==> config.mk <==
export PLATFORM = sky130hd
export DESIGN_NAME = ual_link_top
export DESIGN_NICKNAME = d
export VERILOG_FILES = /design/src/ual_pkg.sv /design/src/ual_link_top.sv /design/src/ual_pin_sync.sv
export SDC_FILE = /design/constraint.sdc
export NUM_CORES = 1
export LEC_CHECK = 0
export ABC_AREA = 1
export BUFFER_PORTS_ARGS = -buffer_cell sky130_fd_sc_hd__buf_2
export CAP_MARGIN = 10
export CORE_UTILIZATION = 39
export CTS_BUF_LIST = sky130_fd_sc_hd__clkbuf_4 sky130_fd_sc_hd__clkbuf_8
export DETAILED_ROUTE_END_ITERATION = 8
export HOLD_SLACK_MARGIN = 0.05
export SYNTH_ARGS = -nofsm -noshare
export SYNTH_HDL_FRONTEND = slang
export SYNTH_HIERARCHICAL = 1
export SYNTH_SLANG_ARGS = --single-unit
==> constraint.sdc <==
create_clock -name sys_clk -period 2.55 [get_ports sys_clk]
set_clock_uncertainty 0.15 [all_clocks]
set_input_delay 0.6375 -clock sys_clk [delete_from_list [all_inputs] [get_ports sys_clk]]
set_output_delay 0.6375 -clock sys_clk [all_outputs]
set_load 0.02 [all_outputs]
==> src/ual_pkg.sv <==
package ual_pkg;

  localparam int unsigned SYS_CLK_HZ = 25_000_000;
  localparam int unsigned REF_HZ = 6_000_000;
  localparam int unsigned CORE_HZ = 48_000_000;
  localparam int unsigned PLL_MULT = CORE_HZ / REF_HZ;

  // indicator timing, in milliseconds as specified
  localparam int unsigned LED_OFF_MS = 100;
  localparam int unsigned BLINK_ON_MS = 20;
  localparam int unsigned BLINK_PERIOD_MS = 250;

  localparam int unsigned LED_OFF_CYC = (SYS_CLK_HZ / 1000) * LED_OFF_MS;
  localparam int unsigned BLINK_ON_CYC = (SYS_CLK_HZ / 1000) * BLINK_ON_MS;
  localparam int unsigned BLINK_PERIOD_CYC = (SYS_CLK_HZ / 1000) * BLINK_PERIOD_MS;
  localparam int unsigned TMR_W = 23;

  // bit recovery: four samples per bit, data taken at the centre sample
  localparam int unsigned OVERSAMPLE = 4;
  localparam int unsigned PHASE_W = 2;
  localparam logic [1:0] SAMPLE_PHASE = 2'h2;

  // reference clock presence monitor
  localparam int unsigned REF_WIN_CYC = 256;
  localparam int unsigned REF_WIN_W = 8;
  localparam int unsigned REF_EDGES_EXP = (REF_WIN_CYC * (REF_HZ / 1000)) / (SYS_CLK_HZ / 1000);
  localparam logic [7:0] REF_EDGES_MIN = 8'((REF_EDGES_EXP + 1) / 2);

  // synchronised pin bundle positions
  localparam int unsigned PIN_W = 4;
  localparam int unsigned PIN_VBUS = 0;
  localparam int unsigned PIN_DP = 1;
  localparam int unsigned PIN_DM = 2;
  localparam int unsigned PIN_REF = 3;
  localparam logic [3:0] PIN_RST = 4'h2;

  typedef enum logic {
    UAL_DETACHED,
    UAL_ATTACHED
  } ual_attach_e;

  typedef enum logic [1:0] {
    UAL_LED_DARK,
    UAL_LED_BLINK,
    UAL_LED_ON,
    UAL_LED_ACKOFF
  } ual_led_e;

endpackage
==> src/ual_link_top.sv <==
`timescale 1ns/100ps
module ual_link_top #(
  parameter int unsigned LED_OFF_CYC = ual_pkg::LED_OFF_CYC,
  parameter int unsigned BLINK_ON_CYC = ual_pkg::BLINK_ON_CYC,
  parameter int unsigned BLINK_PERIOD_CYC = ual_pkg::BLINK_PERIOD_CYC
) (
  input wire logic sys_clk,
  input wire logic reset_n,
  input wire logic connect_cmd,
  input wire logic disconnect_cmd,
  input wire logic vbus_sense,
  input wire logic addr_set,
  input wire logic suspended,
  input wire logic ack_done,
  input wire logic rx_dp,
  input wire logic rx_dm,
  input wire logic ref_osc_in,
  output logic ref_osc_out,
  output logic ref_clk_ok,
  output logic dp_pullup_en,
  output logic rx_enabled,
  output logic rx_bit,
  output logic rx_bit_valid,
  output logic line_se0,
  output logic wake_req,
  output logic link_led_n
);

  localparam logic [22:0] OFF_LOAD = 23'(LED_OFF_CYC);
  localparam logic [22:0] BLINK_ON = 23'(BLINK_ON_CYC);
  localparam logic [22:0] BLINK_LAST = 23'(BLINK_PERIOD_CYC - 1);

  logic [3:0] pins_s;
  logic vbus_ok;
  logic dp_s;
  logic dm_s;
  logic ref_s;

  ual_pin_sync #(
    .W(ual_pkg::PIN_W),
    .RST_VAL(ual_pkg::PIN_RST)
  ) u_pin_sync (
    .sys_clk(sys_clk),
    .reset_n(reset_n),
    .d({ref_osc_in, rx_dm, rx_dp, vbus_sense}),
    .q(pins_s)
  );

  assign vbus_ok = pins_s[ual_pkg::PIN_VBUS];
  assign dp_s = pins_s[ual_pkg::PIN_DP];
  assign dm_s = pins_s[ual_pkg::PIN_DM];
  assign ref_s = pins_s[ual_pkg::PIN_REF];

  // inverting oscillator stage towards the crystal
  assign ref_osc_out = ~ref_osc_in;

  // reference presence: count rising edges per window; the multiplied core clock is only
  // trusted once a window holds at least half the nominal number of reference edges
  logic ref_prev_q;
  logic [7:0] ref_win_q;
  logic [7:0] ref_edges_q;
  logic ref_ok_q;

  always_ff @(posedge sys_clk or negedge reset_n) begin
    if (!reset_n) begin
      ref_prev_q <= 1'b0;
      ref_win_q <= 8'h00;
      ref_edges_q <= 8'h00;
      ref_ok_q <= 1'b0;
    end else begin
      ref_prev_q <= ref_s;
      ref_win_q <= ref_win_q + 8'h01;
      if (ref_win_q == 8'hff) begin
        ref_ok_q <= (ref_edges_q >= ual_pkg::REF_EDGES_MIN);
        ref_edges_q <= 8'h00;
      end else if (ref_s && !ref_prev_q && ref_edges_q != 8'hff) begin
        ref_edges_q <= ref_edges_q + 8'h01;
      end
    end
  end

  assign ref_clk_ok = ref_ok_q;

  // attach control: the request survives a loss of bus power, the pull-up does not
  ual_pkg::ual_attach_e attach_q;

  always_ff @(posedge sys_clk or negedge reset_n) begin
    if (!reset_n) begin
      attach_q <= ual_pkg::UAL_DETACHED;
    end else begin
      case (attach_q)
        ual_pkg::UAL_DETACHED: begin
          if (connect_cmd && !disconnect_cmd) begin
            attach_q <= ual_pkg::UAL_ATTACHED;
          end
        end
        ual_pkg::UAL_ATTACHED: begin
          if (disconnect_cmd) begin
            attach_q <= ual_pkg::UAL_DETACHED;
          end
        end
        default: begin
          attach_q <= ual_pkg::UAL_DETACHED;
        end
      endcase
    end
  end

  logic pullup_q;

  always_ff @(posedge sys_clk or negedge reset_n) begin
    if (!reset_n) begin
      pullup_q <= 1'b0;
    end else begin
      pullup_q <= (attach_q == ual_pkg::UAL_ATTACHED) && vbus_ok;
    end
  end

  assign dp_pullup_en = pullup_q;

  // receiver gating: without bus power the lines read as idle J
  logic line_dp;
  logic line_dm;

  assign rx_enabled = vbus_ok;
  assign line_dp = vbus_ok ? dp_s : 1'b1;
  assign line_dm = vbus_ok ? dm_s : 1'b0;

  // bit recovery: every D+ transition re-centres the phase, so drift and jitter are
  // tracked one bit at a time; sys_clk acts as the oversampling clock
  logic [1:0] phase_q;
  logic dp_prev_q;
  logic bit_q;
  logic bit_valid_q;
  logic se0_q;
  logic wake_q;
  logic line_edge;

  assign line_edge = line_dp != dp_prev_q;

  always_ff @(posedge sys_clk or negedge reset_n) begin
    if (!reset_n) begin
      phase_q <= 2'h0;
      dp_prev_q <= 1'b1;
    end else begin
      dp_prev_q <= line_dp;
      if (line_edge) begin
        phase_q <= 2'h0;
      end else begin
        phase_q <= phase_q + 2'h1;
      end
    end
  end

  always_ff @(posedge sys_clk or negedge reset_n) begin
    if (!reset_n) begin
      bit_q <= 1'b1;
      bit_valid_q <= 1'b0;
      se0_q <= 1'b0;
    end else begin
      bit_valid_q <= vbus_ok && (phase_q == ual_pkg::SAMPLE_PHASE);
      if (phase_q == ual_pkg::SAMPLE_PHASE) begin
        bit_q <= line_dp;
      end
      se0_q <= !line_dp && !line_dm;
    end
  end

  // resume signalling (K) while suspended raises a wake request, only with bus power
  always_ff @(posedge sys_clk or negedge reset_n) begin
    if (!reset_n) begin
      wake_q <= 1'b0;
    end else begin
      wake_q <= suspended && vbus_ok && !line_dp && line_dm;
    end
  end

  assign rx_bit = bit_q;
  assign rx_bit_valid = bit_valid_q;
  assign line_se0 = se0_q;
  assign wake_req = wake_q;

  // link indicator
  logic [22:0] off_cnt_q;
  logic [22:0] blink_cnt_q;
  logic led_n_q;
  ual_pkg::ual_led_e led_st;

  always_ff @(posedge sys_clk or negedge reset_n) begin
    if (!reset_n) begin
      off_cnt_q <= 23'h000000;
    end else if (!pullup_q || suspended) begin
      off_cnt_q <= 23'h000000;
    end else if (ack_done) begin
      off_cnt_q <= OFF_LOAD;
    end else if (off_cnt_q != 23'h000000) begin
      off_cnt_q <= off_cnt_q - 23'h000001;
    end
  end

  // blink phase runs only while enumerating, so every enumeration starts with a flash
  always_ff @(posedge sys_clk or negedge reset_n) begin
    if (!reset_n) begin
      blink_cnt_q <= 23'h000000;
    end else if (led_st != ual_pkg::UAL_LED_BLINK || blink_cnt_q >= BLINK_LAST) begin
      blink_cnt_q <= 23'h000000;
    end else begin
      blink_cnt_q <= blink_cnt_q + 23'h000001;
    end
  end

  always_comb begin
    if (!pullup_q || suspended) begin
      led_st = ual_pkg::UAL_LED_DARK;
    end else if (off_cnt_q != 23'h000000) begin
      led_st = ual_pkg::UAL_LED_ACKOFF;
    end else if (addr_set) begin
      led_st = ual_pkg::UAL_LED_ON;
    end else begin
      led_st = ual_pkg::UAL_LED_BLINK;
    end
  end

  always_ff @(posedge sys_clk or negedge reset_n) begin
    if (!reset_n) begin
      led_n_q <= 1'b1;
    end else begin
      case (led_st)
        ual_pkg::UAL_LED_ON: led_n_q <= 1'b0;
        ual_pkg::UAL_LED_BLINK: led_n_q <= !(blink_cnt_q < BLINK_ON);
        default: led_n_q <= 1'b1;
      endcase
    end
  end

  assign link_led_n = led_n_q;
endmodule

==> src/ual_pin_sync.sv <==
`timescale 1ns/100ps
module ual_pin_sync #(
  parameter int unsigned W = 1,
  parameter logic [W-1:0] RST_VAL = '0
) (
  input wire logic sys_clk,
  input wire logic reset_n,
  input wire logic [W-1:0] d,
  output logic [W-1:0] q
);

  logic [W-1:0] s1_q;
  logic [W-1:0] s2_q;
  logic [W-1:0] s3_q;

  // s1 feeds only s2; a bit changes once stages two and three agree
  always_ff @(posedge sys_clk or negedge reset_n) begin
    if (!reset_n) begin
      s1_q <= RST_VAL;
      s2_q <= RST_VAL;
      s3_q <= RST_VAL;
    end else begin
      s1_q <= d;
      s2_q <= s1_q;
      s3_q <= s2_q;
    end
  end

  always_ff @(posedge sys_clk or negedge reset_n) begin
    if (!reset_n) begin
      q <= RST_VAL;
    end else begin
      for (int i = 0; i < W; i++) begin
        if (s2_q[i] == s3_q[i]) begin
          q[i] <= s3_q[i];
        end
      end
    end
  end
endmodule

Word-level counts from Yosys, hierarchy flattened
Cells that the tools add are included.
Cells by class
  add/sub/neg operators: 5
  multiply operators: 0
  div/mod/pow operators: 0
  magnitude comparators: 3
  equality and inequality tests: 11
  shift operators: 0
  muxes and demuxes: 16
  bitwise gates (word level): 2
  reductions and logical operators: 20
Operators by type and width (count)
  23-bit 2-to-1 mux: 4
  23-bit by 1-bit adder with 23-bit output, second input constant: 1
  23-bit greater-or-equal comparator, second input constant: 1
  23-bit by 19-bit less-than comparator with 1-bit output, second input constant: 1
  23-bit nonzero test: 1
  23-bit by 1-bit subtractor with 23-bit output, second input constant: 1
  8-bit by 1-bit adder with 8-bit output, second input constant: 2
  8-bit 2-to-1 mux: 2
  1-bit logical AND: 9
  8-bit equality test, second input constant: 1
  8-bit by 5-bit greater-or-equal comparator with 1-bit output, second input constant: 1
  2-bit 2-to-1 mux: 4
  8-bit != test, second input constant: 1
  1-bit logical NOT: 6
  1-bit equality test: 4
  2-bit equality test, second input constant: 2
  1-bit 2-to-1 mux: 4
  1-bit case mux with 2 select lines: 2
  3-bit nonzero test: 1
  2-bit by 1-bit adder with 2-bit output, second input constant: 1
  2-bit by 1-bit equality test with 1-bit output, second input constant: 1
  1-bit logical OR: 2
  2-bit by 1-bit != test with 1-bit output, second input constant: 1
  1-bit inverter: 2
  2 further kinds: 2
Storage, ports and cells
  register bits after elaboration: 90
  bits in latches: 0
  memory bits (writable): 0
  memory bits (read-only): 0
  output and inout bits: 9
  memories: 0

Logic depth before layout (Yosys ltp)
Gate-level depths: netlist of run 1.
  word-level depth: 6
  gate-level depth with buffers: 11
  depth with buffers taken out: 11

Hierarchy
The synthesis of run 1 kept the hierarchy.
Modules (own cells, without submodules)
  ual_link_top: instances 1, cells an instance 557, area each 4352.9 sq um
  ual_pin_sync: instances 1, cells an instance 32, area each 470.5 sq um

Least setup slack after synthesis of run 1
Ideal clock, no wire load.
  path kind: input-to-reg
  start point: in suspended
  end point: reg blink_cnt_q[8]
  arrival: 1586 ps
  path slack: 746 ps
  stages on the path: 10
  buffers on the path: 1
  cells stage by stage: inv_2 nand2_2 nor2_2 nand2_1 nor2_4 nand2_4 nor2_4 nand3_4 buf_12 nor2_4
Between the ends
  cells in the longest elaborated chain, start to end: 5
RTL lines
  start, declared: RTL line ual_link_top.sv:13  | input wire logic suspended,
  1-bit logical OR: RTL line ual_link_top.sv:213  | if (!pullup_q || suspended) begin
  2-bit 2-to-1 mux: RTL line ual_link_top.sv:213
  2-bit by 1-bit != test with 1-bit output: RTL line ual_link_top.sv:205  | end else if (led_st != ual_pkg::UAL_LED_BLINK || blink_cnt_q >= BLINK_LAST) begin
  1-bit logical OR: RTL line ual_link_top.sv:205
  23-bit 2-to-1 mux: RTL line ual_link_top.sv:205
  end signal, assigned: RTL line ual_link_top.sv:208  | blink_cnt_q <= blink_cnt_q + 23'h000001;
  end, declared: RTL line ual_link_top.sv:185  | logic [22:0] blink_cnt_q;
Every way passes these cells.
A chain may end at the register's enable or synchronous reset.

Worst setup path in the final report of run 1
  start point: reg off_cnt_q[0]
  end point: reg off_cnt_q[5]
Between the ends
  cells in the longest elaborated chain, start to end: 4
  elaborated cells between the ends (all ways): 6
  classes of those cells: add/sub: 1; mux: 3; reduce/logical: 2
RTL lines
  start, declared: RTL line ual_link_top.sv:184  | logic [22:0] off_cnt_q;
  start signal, assigned: RTL line ual_link_top.sv:197  | off_cnt_q <= off_cnt_q - 23'h000001;
  23-bit by 1-bit subtractor with 23-bit output: RTL line ual_link_top.sv:197
  23-bit 2-to-1 mux: RTL line ual_link_top.sv:196  | end else if (off_cnt_q != 23'h000000) begin
  23-bit 2-to-1 mux: RTL line ual_link_top.sv:194  | end else if (ack_done) begin
  23-bit 2-to-1 mux: RTL line ual_link_top.sv:192  | end else if (!pullup_q || suspended) begin
Parallel ways exist; a longest one is shown, timed or not. The select of a mux whose other input is x is not followed.

==> results of run 1 <==
## worst min-delay path by stage
stage	startpoint	to	cells past startpoint
after global placement	u_pin_sync/s1_q[0]	u_pin_sync/s2_q[0]	0
after floorplan	u_pin_sync/s1_q[0]	u_pin_sync/s2_q[0]	0
after detailed placement	u_pin_sync/s1_q[3]	u_pin_sync/s2_q[3]	0
after global routing	reset_n	ref_edges_q[5]	1
final	reset_n	ref_edges_q[5]	1
after CTS	reset_n	ref_edges_q[5]	1
## cells in the mapped netlist, drive strengths merged (5+ instances only)
| master | count |
|---|---|
| nor2 | 134 |
| nand2 | 127 |
| inv | 87 |
| dfrtp | 83 |
| nand3 | 45 |
| xor2 | 26 |
| a21oi | 18 |
| o21ai | 16 |
| nand4 | 12 |
| nor3 | 12 |
| dfstp | 7 |
| ha | 5 |
## per-stage QoR
step                      hold slack, ns  cell area, um^2  util (%)
after floorplan                   0.1812             4823         -
after global placement            0.1818             5111     42.55
after detailed placement          0.1856             5111     42.55
after CTS                        0.07817             5308     44.19
after global routing              0.1049             5308     44.19
final                            0.07855             5308     44.19
## kinds of logic (layout without fill, tap and decap cells)
| group | after synthesis | after routing | share of synthesized area, % |
|---|---|---|---|
| adder cells (fa/ha/maj) | 5 | 5 | 1.297 |
| XOR/XNOR | 30 | 30 | 5.447 |
| AO/OA/AOI/OAI | 37 | 37 | 4.047 |
| AND/OR/NAND/NOR | 335 | 335 | 34.37 |
| flip-flops | 90 | 90 | 46.87 |
| buffers and inverters | 92 | 127 | 7.964 |
## area by class of cell
cell class	count	area (um^2)
multi-input cells	407	2178
clock inverters	5	45.04
flip-flops and latches	90	2261
fillers	1213	6704
inverters	88	335.3
repair buffers	23	152.6
clock buffers	11	151.4
well taps	147	183.9
## registers in the layout, indices dropped and copies added (netlist names)
name,count
u_pin_sync/s3_q,4
ref_clk_ok,1
dp_pullup_en,1
attach_q,1
off_cnt_q,23
rx_bit_valid,1
line_se0,1
u_pin_sync/s1_q,4
blink_cnt_q,23
phase_q,2
link_led_n,1
rx_bit,1
ref_edges_q,8
u_pin_sync/s2_q,4
ref_prev_q,1
ref_win_q,8
wake_req,1
u_pin_sync/q,4
dp_prev_q,1
## worst max-delay path, cell delays in order, from the launching register on
cell and delay [ns]:
dfrtp_1 0.44, inv_2 0.08, ha_1 0.20, nand3_2 0.16
nor2_4 0.19, nand2_4 0.09, nor2_1 0.16, nand2_1 0.14
nand2_2 0.16, inv_1 0.09, nand2_1 0.06, inv_1 0.03
## routing by layer
metal	track usage [%]	vias to the layer above	part of all wire, %
met5	0	-	0
met4	8.421	0	2.2
met3	2.303	19	2.4
met2	26.75	45	48
met1	20.34	1747	47
li1	-	1885	-
## power groups by stage
stage	Clock [uW]	Combinational (uW)	Sequential, uW
after floorplan	0	330	1620
after global placement	0	465	1600
after detailed placement	0	476	1610
after CTS	997	478	1580
after global routing	1040	546	1590
final	955	468	1580
==> run metrics, run 1 <==
Top Ports 20; r2r setup slk 0.49 ns; Pwr per Cell Area approximately 570 nW/um^2; fin crit period just over 2 ns; Sw Ratio approximately 30%; share of the synthesized area in the top cell type a little over two fifths; drt pass-1 iters 5; Final WS setup 0.4948 ns; Rel. slew slack roughly two thirds; largest buffer count on any clock path 2; GP Congestion around 0.88; Design Power roughly 3000 uW; Pleak 0.002593 uW; GRT overflow 0; Fin Setup TNS 0 ns; Setup Fix Bufs, Post-CTS 0; wire per inst around 12 um; ys flop type dfrtp_1; Async S/R FF share, synth 100.0%; first-pass GRT wire length 16.40 mm; CTS clk-pin slew, worst paths about 0.09 ns; vias in the first global route around 3700; P_sw 897.9 uW; pre-CTS setup slack about 0.48 ns; Worst R2R Start off_cnt_q[0]; synthesized net count ~610; period utilization ~81%; Inserted Clock Buffers 9; post-synth top area cell dfrtp_1; Seq/Total Area, Yosys a little under half; Worst EP required ~2.7 ns; Die H between 100 and 150 um; CTS H-tree depth 3; Critical Path Sink Type flip-flop; port bufs 19; status finished, final reports clean; CP endpoint off_cnt_q[5]; VDD IR max 0.3594 mV; WP data arrival between 2 and 2.5 ns; Yosys warnings 6; DRT antenna net count 0; pins over their slew limit 0; combinational share of power 15.6%; Layout area overhead 10.04%; initial antenna violation count 0; RR Endpoint off_cnt_q[5]; Hold-fix buffers, CTS 0; detailed placement HPWL just over 7 mm; Residual DRC 0; layout cells sized above 1 16.83%; GRT Total Usage about 16%; most frequent cells in the layout nand2_1, nor2_1, dfrtp_1; final WL around 9.3 mm; CTS tree built; initial core utilization between 40% and 50%; clk root buf clkbuf_8; RSZ-0062 raised after global routing no; commonest non-fill, non-tap cell in the layout nand2_1; WS Path Type flip-flop to flip-flop; max-cap violation count 0; Row Count 40; post-synthesis register bit count 90; # nets final 635; antenna cells 0; Post-Syn Instances 589; largest net degree at the start of global routing 39; clk_lat worst skew 0.36 ns; Flop pwr share 52.6%; synth top area cells dfrtp_1, nand2_1, nor2_1, nor2_4, inv_1; Syn Area/Cell ~8.2 um^2; die area approximately 13000 um^2; Vias/cell ~4.8; Clock power frac a little under a third; Worst Setup SP off_cnt_q[0]; die width 113.2 um; Reg2Reg Depth 11; Power Internal 2107 uW; fmax about 490 MHz; fin cells around 770; dpl cells 755; final setup violating endpoints 0; core area between 10000 and 15000 um^2; EDFF count, synth 0; via count roughly 3700; initial drt markers about 130; Post-Syn Area 4823 um^2; Crit Path Max Fanout 6; clk sink count 90; Cell variety after synth 32; Worst Tran Pin Value between 0.4 and 0.5 ns; PostCTS Resize Cnt 0; Final Hold Fails 0; Hold Path Class input port to async pin; crit start category flip-flop
Power figures use the tool's default switching activity.
==> inputs of run 2 (changes only) <==
==> constraint.sdc (replaced) <==
create_clock -name sys_clk -period 1.8 [get_ports sys_clk]
set_clock_uncertainty 0.15 [all_clocks]
set_input_delay 0.45 -clock sys_clk [delete_from_list [all_inputs] [get_ports sys_clk]]
set_output_delay 0.45 -clock sys_clk [all_outputs]
set_load 0.02 [all_outputs]
==> run metrics, run 2 (same netlist as run 1, synthesis figures left out) <==
Fin Setup TNS -0.001328 ns; Area after DPL ~5400 um^2; Residual DRC 0; VDD IR max a little over 0.4 mV; metal1 wirelength ~4.7 mm; Final Hold Fails 0; Vias/cell roughly 4.8; fin crit period between 1.5 and 2 ns; final core utilization between 40 and 50%; final WL between 10 and 15 mm; via count between 3000 and 4000; detailed placement HPWL between 7 and 8 mm; clk_lat worst skew approximately 0.36 ns; die area 12820 um^2; Rel. slew slack 70.75%; uppermost layer routed met4; CTS H-tree depth 3; Die H between 100 and 150 um; period utilization 100.1%; port bufs 19; WP data arrival a little under 2 ns; largest buffer count on any clock path 2; antenna cells 0; most frequent cells in the layout nand2_1, nor2_1, dfrtp_1; GRT overflow 0; final setup violating endpoints 1; initial drt markers ~170; initial antenna violation count 0; pre-CTS setup slack -0.04100 ns; Worst Tran Pin Value between 0.4 and 0.5 ns; register area 2261 um^2; pins over their slew limit 0; clk root buf clkbuf_8; # nets final between 600 and 700; crit start category flip-flop; commonest non-fill, non-tap cell in the layout nand2_1; layout cells sized above 1 ~25%; Pleak 0.002885 uW; Inserted Clock Buffers 9; wire per inst about 12 um; DRT antenna net count 0; initial core utilization about 40%; CTS tree built; clk sink count 90; GRT Total Usage approximately 17%; WS Path Type flip-flop to flip-flop; Crit Path Max Fanout 8; Worst EP required just under 2 ns; drt pass-1 iters 4; Top Ports 20; status finished, violations left; GP Congestion roughly 0.89; core area approximately 12000 um^2; Hold Path Class input port to flip-flop; first-pass GRT wire length approximately 17 mm; fmax 555.1 MHz; RSZ-0062 raised after global routing yes; top flop regs blink_cnt_q x23, off_cnt_q x23; Row Count 40; vias in the first global route ~3700; WHS about 0.073 ns; fillers between 1000 and 1500; failing checks negative setup slack; area of the multi-input gates ~2300 um^2; largest net degree at the start of global routing 31; Layout area overhead 20.96%; Critical Path Sink Type flip-flop; Final WS setup -0.001328 ns; routed wl met2 about 4.9 mm; max-cap violation count 0; metal3 WL 228 um; final instance area roughly 6000 um^2; die width approximately 110 um; Pwr per Cell Area about 770 nW/um^2; CTS clk-pin slew, worst paths 0.09 ns
## run 2: stage by stage
stage | power (uW) | cells
final | 4474 | 821
after global routing | 4730 | 821
after floorplan | 2759 | 589
after CTS | 4484 | 807
after detailed placement | 3000 | 786
after global placement | 2973 | 786
## run 2: repair_timing
action                                 4_1_cts  5_1_grt
pin swaps                                    1       12
endpoints found under the hold margin       19        0
gates cloned                                 0        1
resized for setup                            4       20
setup endpoints to repair                   27       42
setup buffers                                0       13
hold buffers                                 5        0
## run 2: worst paths after layout
check | start | endpoint | slack, ns | cells past startpoint
worst max-delay path | off_cnt_q[1] | blink_cnt_q[11] | -0.001 | 11
worst min-delay path | disconnect_cmd | attach_q | 0.07 | 2
worst max register to register | off_cnt_q[1] | blink_cnt_q[11] | -0.001 | 11
worst min register to register | u_pin_sync/s1_q[3] | u_pin_sync/s2_q[3] | 0.21 | 0
max in group asynchronous | reset_n | blink_cnt_q[2] | 0.60 | 3
min in group asynchronous | reset_n | ref_edges_q[4] | 0.35 | 2
## run 2: cell type report
class / count / area share (%)
Multi-Input combinational cell: 407 / 38.71
Timing Repair Buffer: 73 / 10.06
Tap cell: 147 / 3.152
Clock buffer: 11 / 2.488
Clock inverter: 5 / 1.094
Inverter: 88 / 5.747
Sequential cell: 90 / 38.75
## run 2: power by group
group          internal [uW]  switching, uW  leakage [uW]
Combinational            302            481       0.00160
Clock                    708            744      0.000109
Sequential              2160           75.0       0.00117
Total                   3170           1300       0.00288
## run 2: layer usage
layer	up-vias	global-route usage, %
li1	2002	-
met1	1833	21.39
met2	55	28.30
met3	17	3.428
met4	0	6.228
met5	-	0
## run 2: worst max-delay path: stages, from the launching register on
cell and delay, ns:
dfrtp_1 0.40, inv_2 0.08, ha_4 0.15, nand3_4 0.07, nor2_4 0.14, nand2_4 0.08
clkinv_4 0.07, nand2_4 0.05, nor2_4 0.12, nand3_4 0.14, clkbuf_16 0.22, nor2_4 0.08
==> inputs of run 3 (changes only) <==
--- a/config.mk
+++ b/config.mk
@@ -5,7 +5,6 @@
 export SDC_FILE = /design/constraint.sdc
 export NUM_CORES = 1
 export LEC_CHECK = 0
-export ABC_AREA = 1
 export BUFFER_PORTS_ARGS = -buffer_cell sky130_fd_sc_hd__buf_2
 export CAP_MARGIN = 10
 export CORE_UTILIZATION = 39
==> run metrics, run 3 <==
HP Start disconnect_cmd; Vias/cell between 4 and 5; fin crit period 2.267 ns; Async S/R FF share, synth between 90% and 100%; Layout area overhead 40.25%; status finished, violations left; die width approximately 100 um; layout cells sized above 1 a little under two fifths; Design Power 4940 uW; via count 3053; Cell variety after synth 44; CTS clk-pin slew, worst paths 0.09 ns; largest net degree at the start of global routing 31; pins over their slew limit 0; WP data arrival 2.41 ns; # nets final just over 500; initial antenna violation count 0; first-pass GRT wire length 13.63 mm; fmax 441.1 MHz; Syn Area/Cell about 11 um^2; Hold Path Class input port to flip-flop; detailed placement HPWL 5.743 mm; Post-Syn Area around 4000 um^2; Final Hold Fails 0; Inserted Clock Buffers 9; port bufs 19; Residual DRC 0; DRT antenna net count 0; Pwr per Cell Area 888.7 nW/um^2; Yosys warnings 6; Area after DPL around 4900 um^2; WS Path Type flip-flop to flip-flop; initial core utilization about two fifths; clk sink count 90; count leader, synth dfrtp_1; most frequent cells in the layout dfrtp_1, buf_4, nor2_1; Worst Setup SP off_cnt_q[21]; EDFF count, synth 0; synthesized net count around 400; Seq/Total Area, Yosys around 57%; fin cells between 600 and 700; largest buffer count on any clock path 2; clk root buf clkbuf_8; Rel. slew slack just over 70%; max-cap violation count 0; drt pass-1 iters 4; Worst EP required just under 2 ns; Worst Tran Pin Value a little over 0.4 ns; GRT overflow 0; Post-Syn Instances about 370; final instance area ~5600 um^2; Crit Path Max Fanout 15; final WL around 8.5 mm; synth top area cells dfrtp_1, nor2_1, xnor2_1, xor2_1, dfstp_2; core area around 9800 um^2; GRT Total Usage 16.95%; clk_lat worst skew around 0.36 ns; dpl cells approximately 600; final setup violating endpoints 47; crit start category flip-flop; post-synthesis register bit count 90; share of the synthesized area in the top cell type between 50% and 60%; period utilization 126.0%; Critical Path Sink Type flip-flop; ys flop type dfrtp_1; failing checks negative setup slack; wire per inst 13.39 um; synth cell count leaders dfrtp_1, nor2_1, xnor2_1, xor2_1, nand2_1; Row Count 36; RSZ-0062 raised after global routing yes; top flop regs blink_cnt_q x23, off_cnt_q x23; VDD IR max 0.6416 mV; commonest non-fill, non-tap cell in the layout dfrtp_1; die area 10570 um^2; post-synth top area cell dfrtp_1; vias in the first global route between 2000 and 3000; CTS H-tree depth 3; Pleak about 0.0025 uW; Final WS setup -0.4672 ns; CTS tree built; Worst R2R Start off_cnt_q[21]; antenna cells 0; initial drt markers 52; Top Ports 20; final core utilization 56.61%; Die H just over 100 um; GP Congestion approximately 0.80
==> run 3: cell count changes after synthesis, moves of 7 or more <==
cell | previous run | this run
xnor2_1 | 4 | 26
nand2_1 | 119 | 20
nor2_1 | 101 | 66
nand3_1 | 40 | 13
inv_1 | 77 | 11
nor2_4 | 26 | 0
nor4_1 | 3 | 11
nor2_2 | 7 | 0
inv_2 | 10 | 0
==> run 3: cells by family (layout without fill, tap and decap cells) <==
kind of cell / count (synthesis) / in the layout / synth area share (%)
adder cells (fa/ha/maj): 9 / 9 / 2.715
buffers and inverters: 18 / 143 / 2.083
flip-flops: 90 / 90 / 57.04
XOR/XNOR: 48 / 48 / 10.61
AND/OR/NAND/NOR: 168 / 168 / 21.40
multiplexers: 1 / 1 / 0.2525
AO/OA/AOI/OAI: 39 / 39 / 5.902
==> run 3: stage by stage <==
step           setup slack [ns]  hold slack (ns)  setup TNS, ns
6_report                -0.4672          0.08166         -16.49
2_1_floorplan           -0.4441         0.004409         -11.69
3_5_place_dp            -0.4916           0.1895         -15.20
3_3_place_gp            -0.4295           0.1893         -13.30
4_1_cts                 -0.4384          0.05845         -13.99
5_1_grt                 -0.5708          0.06125         -20.84
==> run 3: layout make-up <==
cell class	instances	area [um^2]
tap	133	166.4
fill	842	4260
clock inverter	5	77.57
clock buffer	11	145.1
multi-input combinational	265	1918
sequential	90	2261
timing repair buffer	116	949.7
inverter	11	41.29
==> run 3: final timing paths <==
check,endpoint,depth (start not counted),slack (ns)
setup / recovery,blink_cnt_q[9],6,-0.47
hold / removal,attach_q,2,0.08
setup reg to reg,blink_cnt_q[9],6,-0.47
hold reg to reg,u_pin_sync/s2_q[2],0,0.20
max in group asynchronous,dp_prev_q,3,0.55
min in group asynchronous,blink_cnt_q[1],2,0.42
==> run 3: report_power, final <==
group / internal (uW) / switching, uW / total [uW]
Clock: 831 / 698 / 1530
Combinational: 589 / 535 / 1120
Sequential: 2180 / 110 / 2290
Total: 3600 / 1340 / 4940
==> run 3: timing repair <==
action	4_1_cts	5_1_grt
setup buffers	4	9
gates cloned	0	1
hold buffers	5	0
setup endpoints to repair	47	55
gates resized for setup	22	45
endpoints found under the hold margin	27	0
pin swaps	13	24
==> run 3: routing by layer <==
layer	global-route usage, %	wire (um)
met1	22.23	3988
met2	27.23	4132
met3	4.339	197
met4	6.176	131
met5	0	0
==> run 3: worst max-delay path, cell delays in order, from the launching register on <==
cell and delay (ns):
dfrtp_1 0.39, or4_4 0.55, nor4_4 0.28, nand4bb_1 0.18
a2111o_1 0.36, buf_6 0.17, nor2_1 0.11
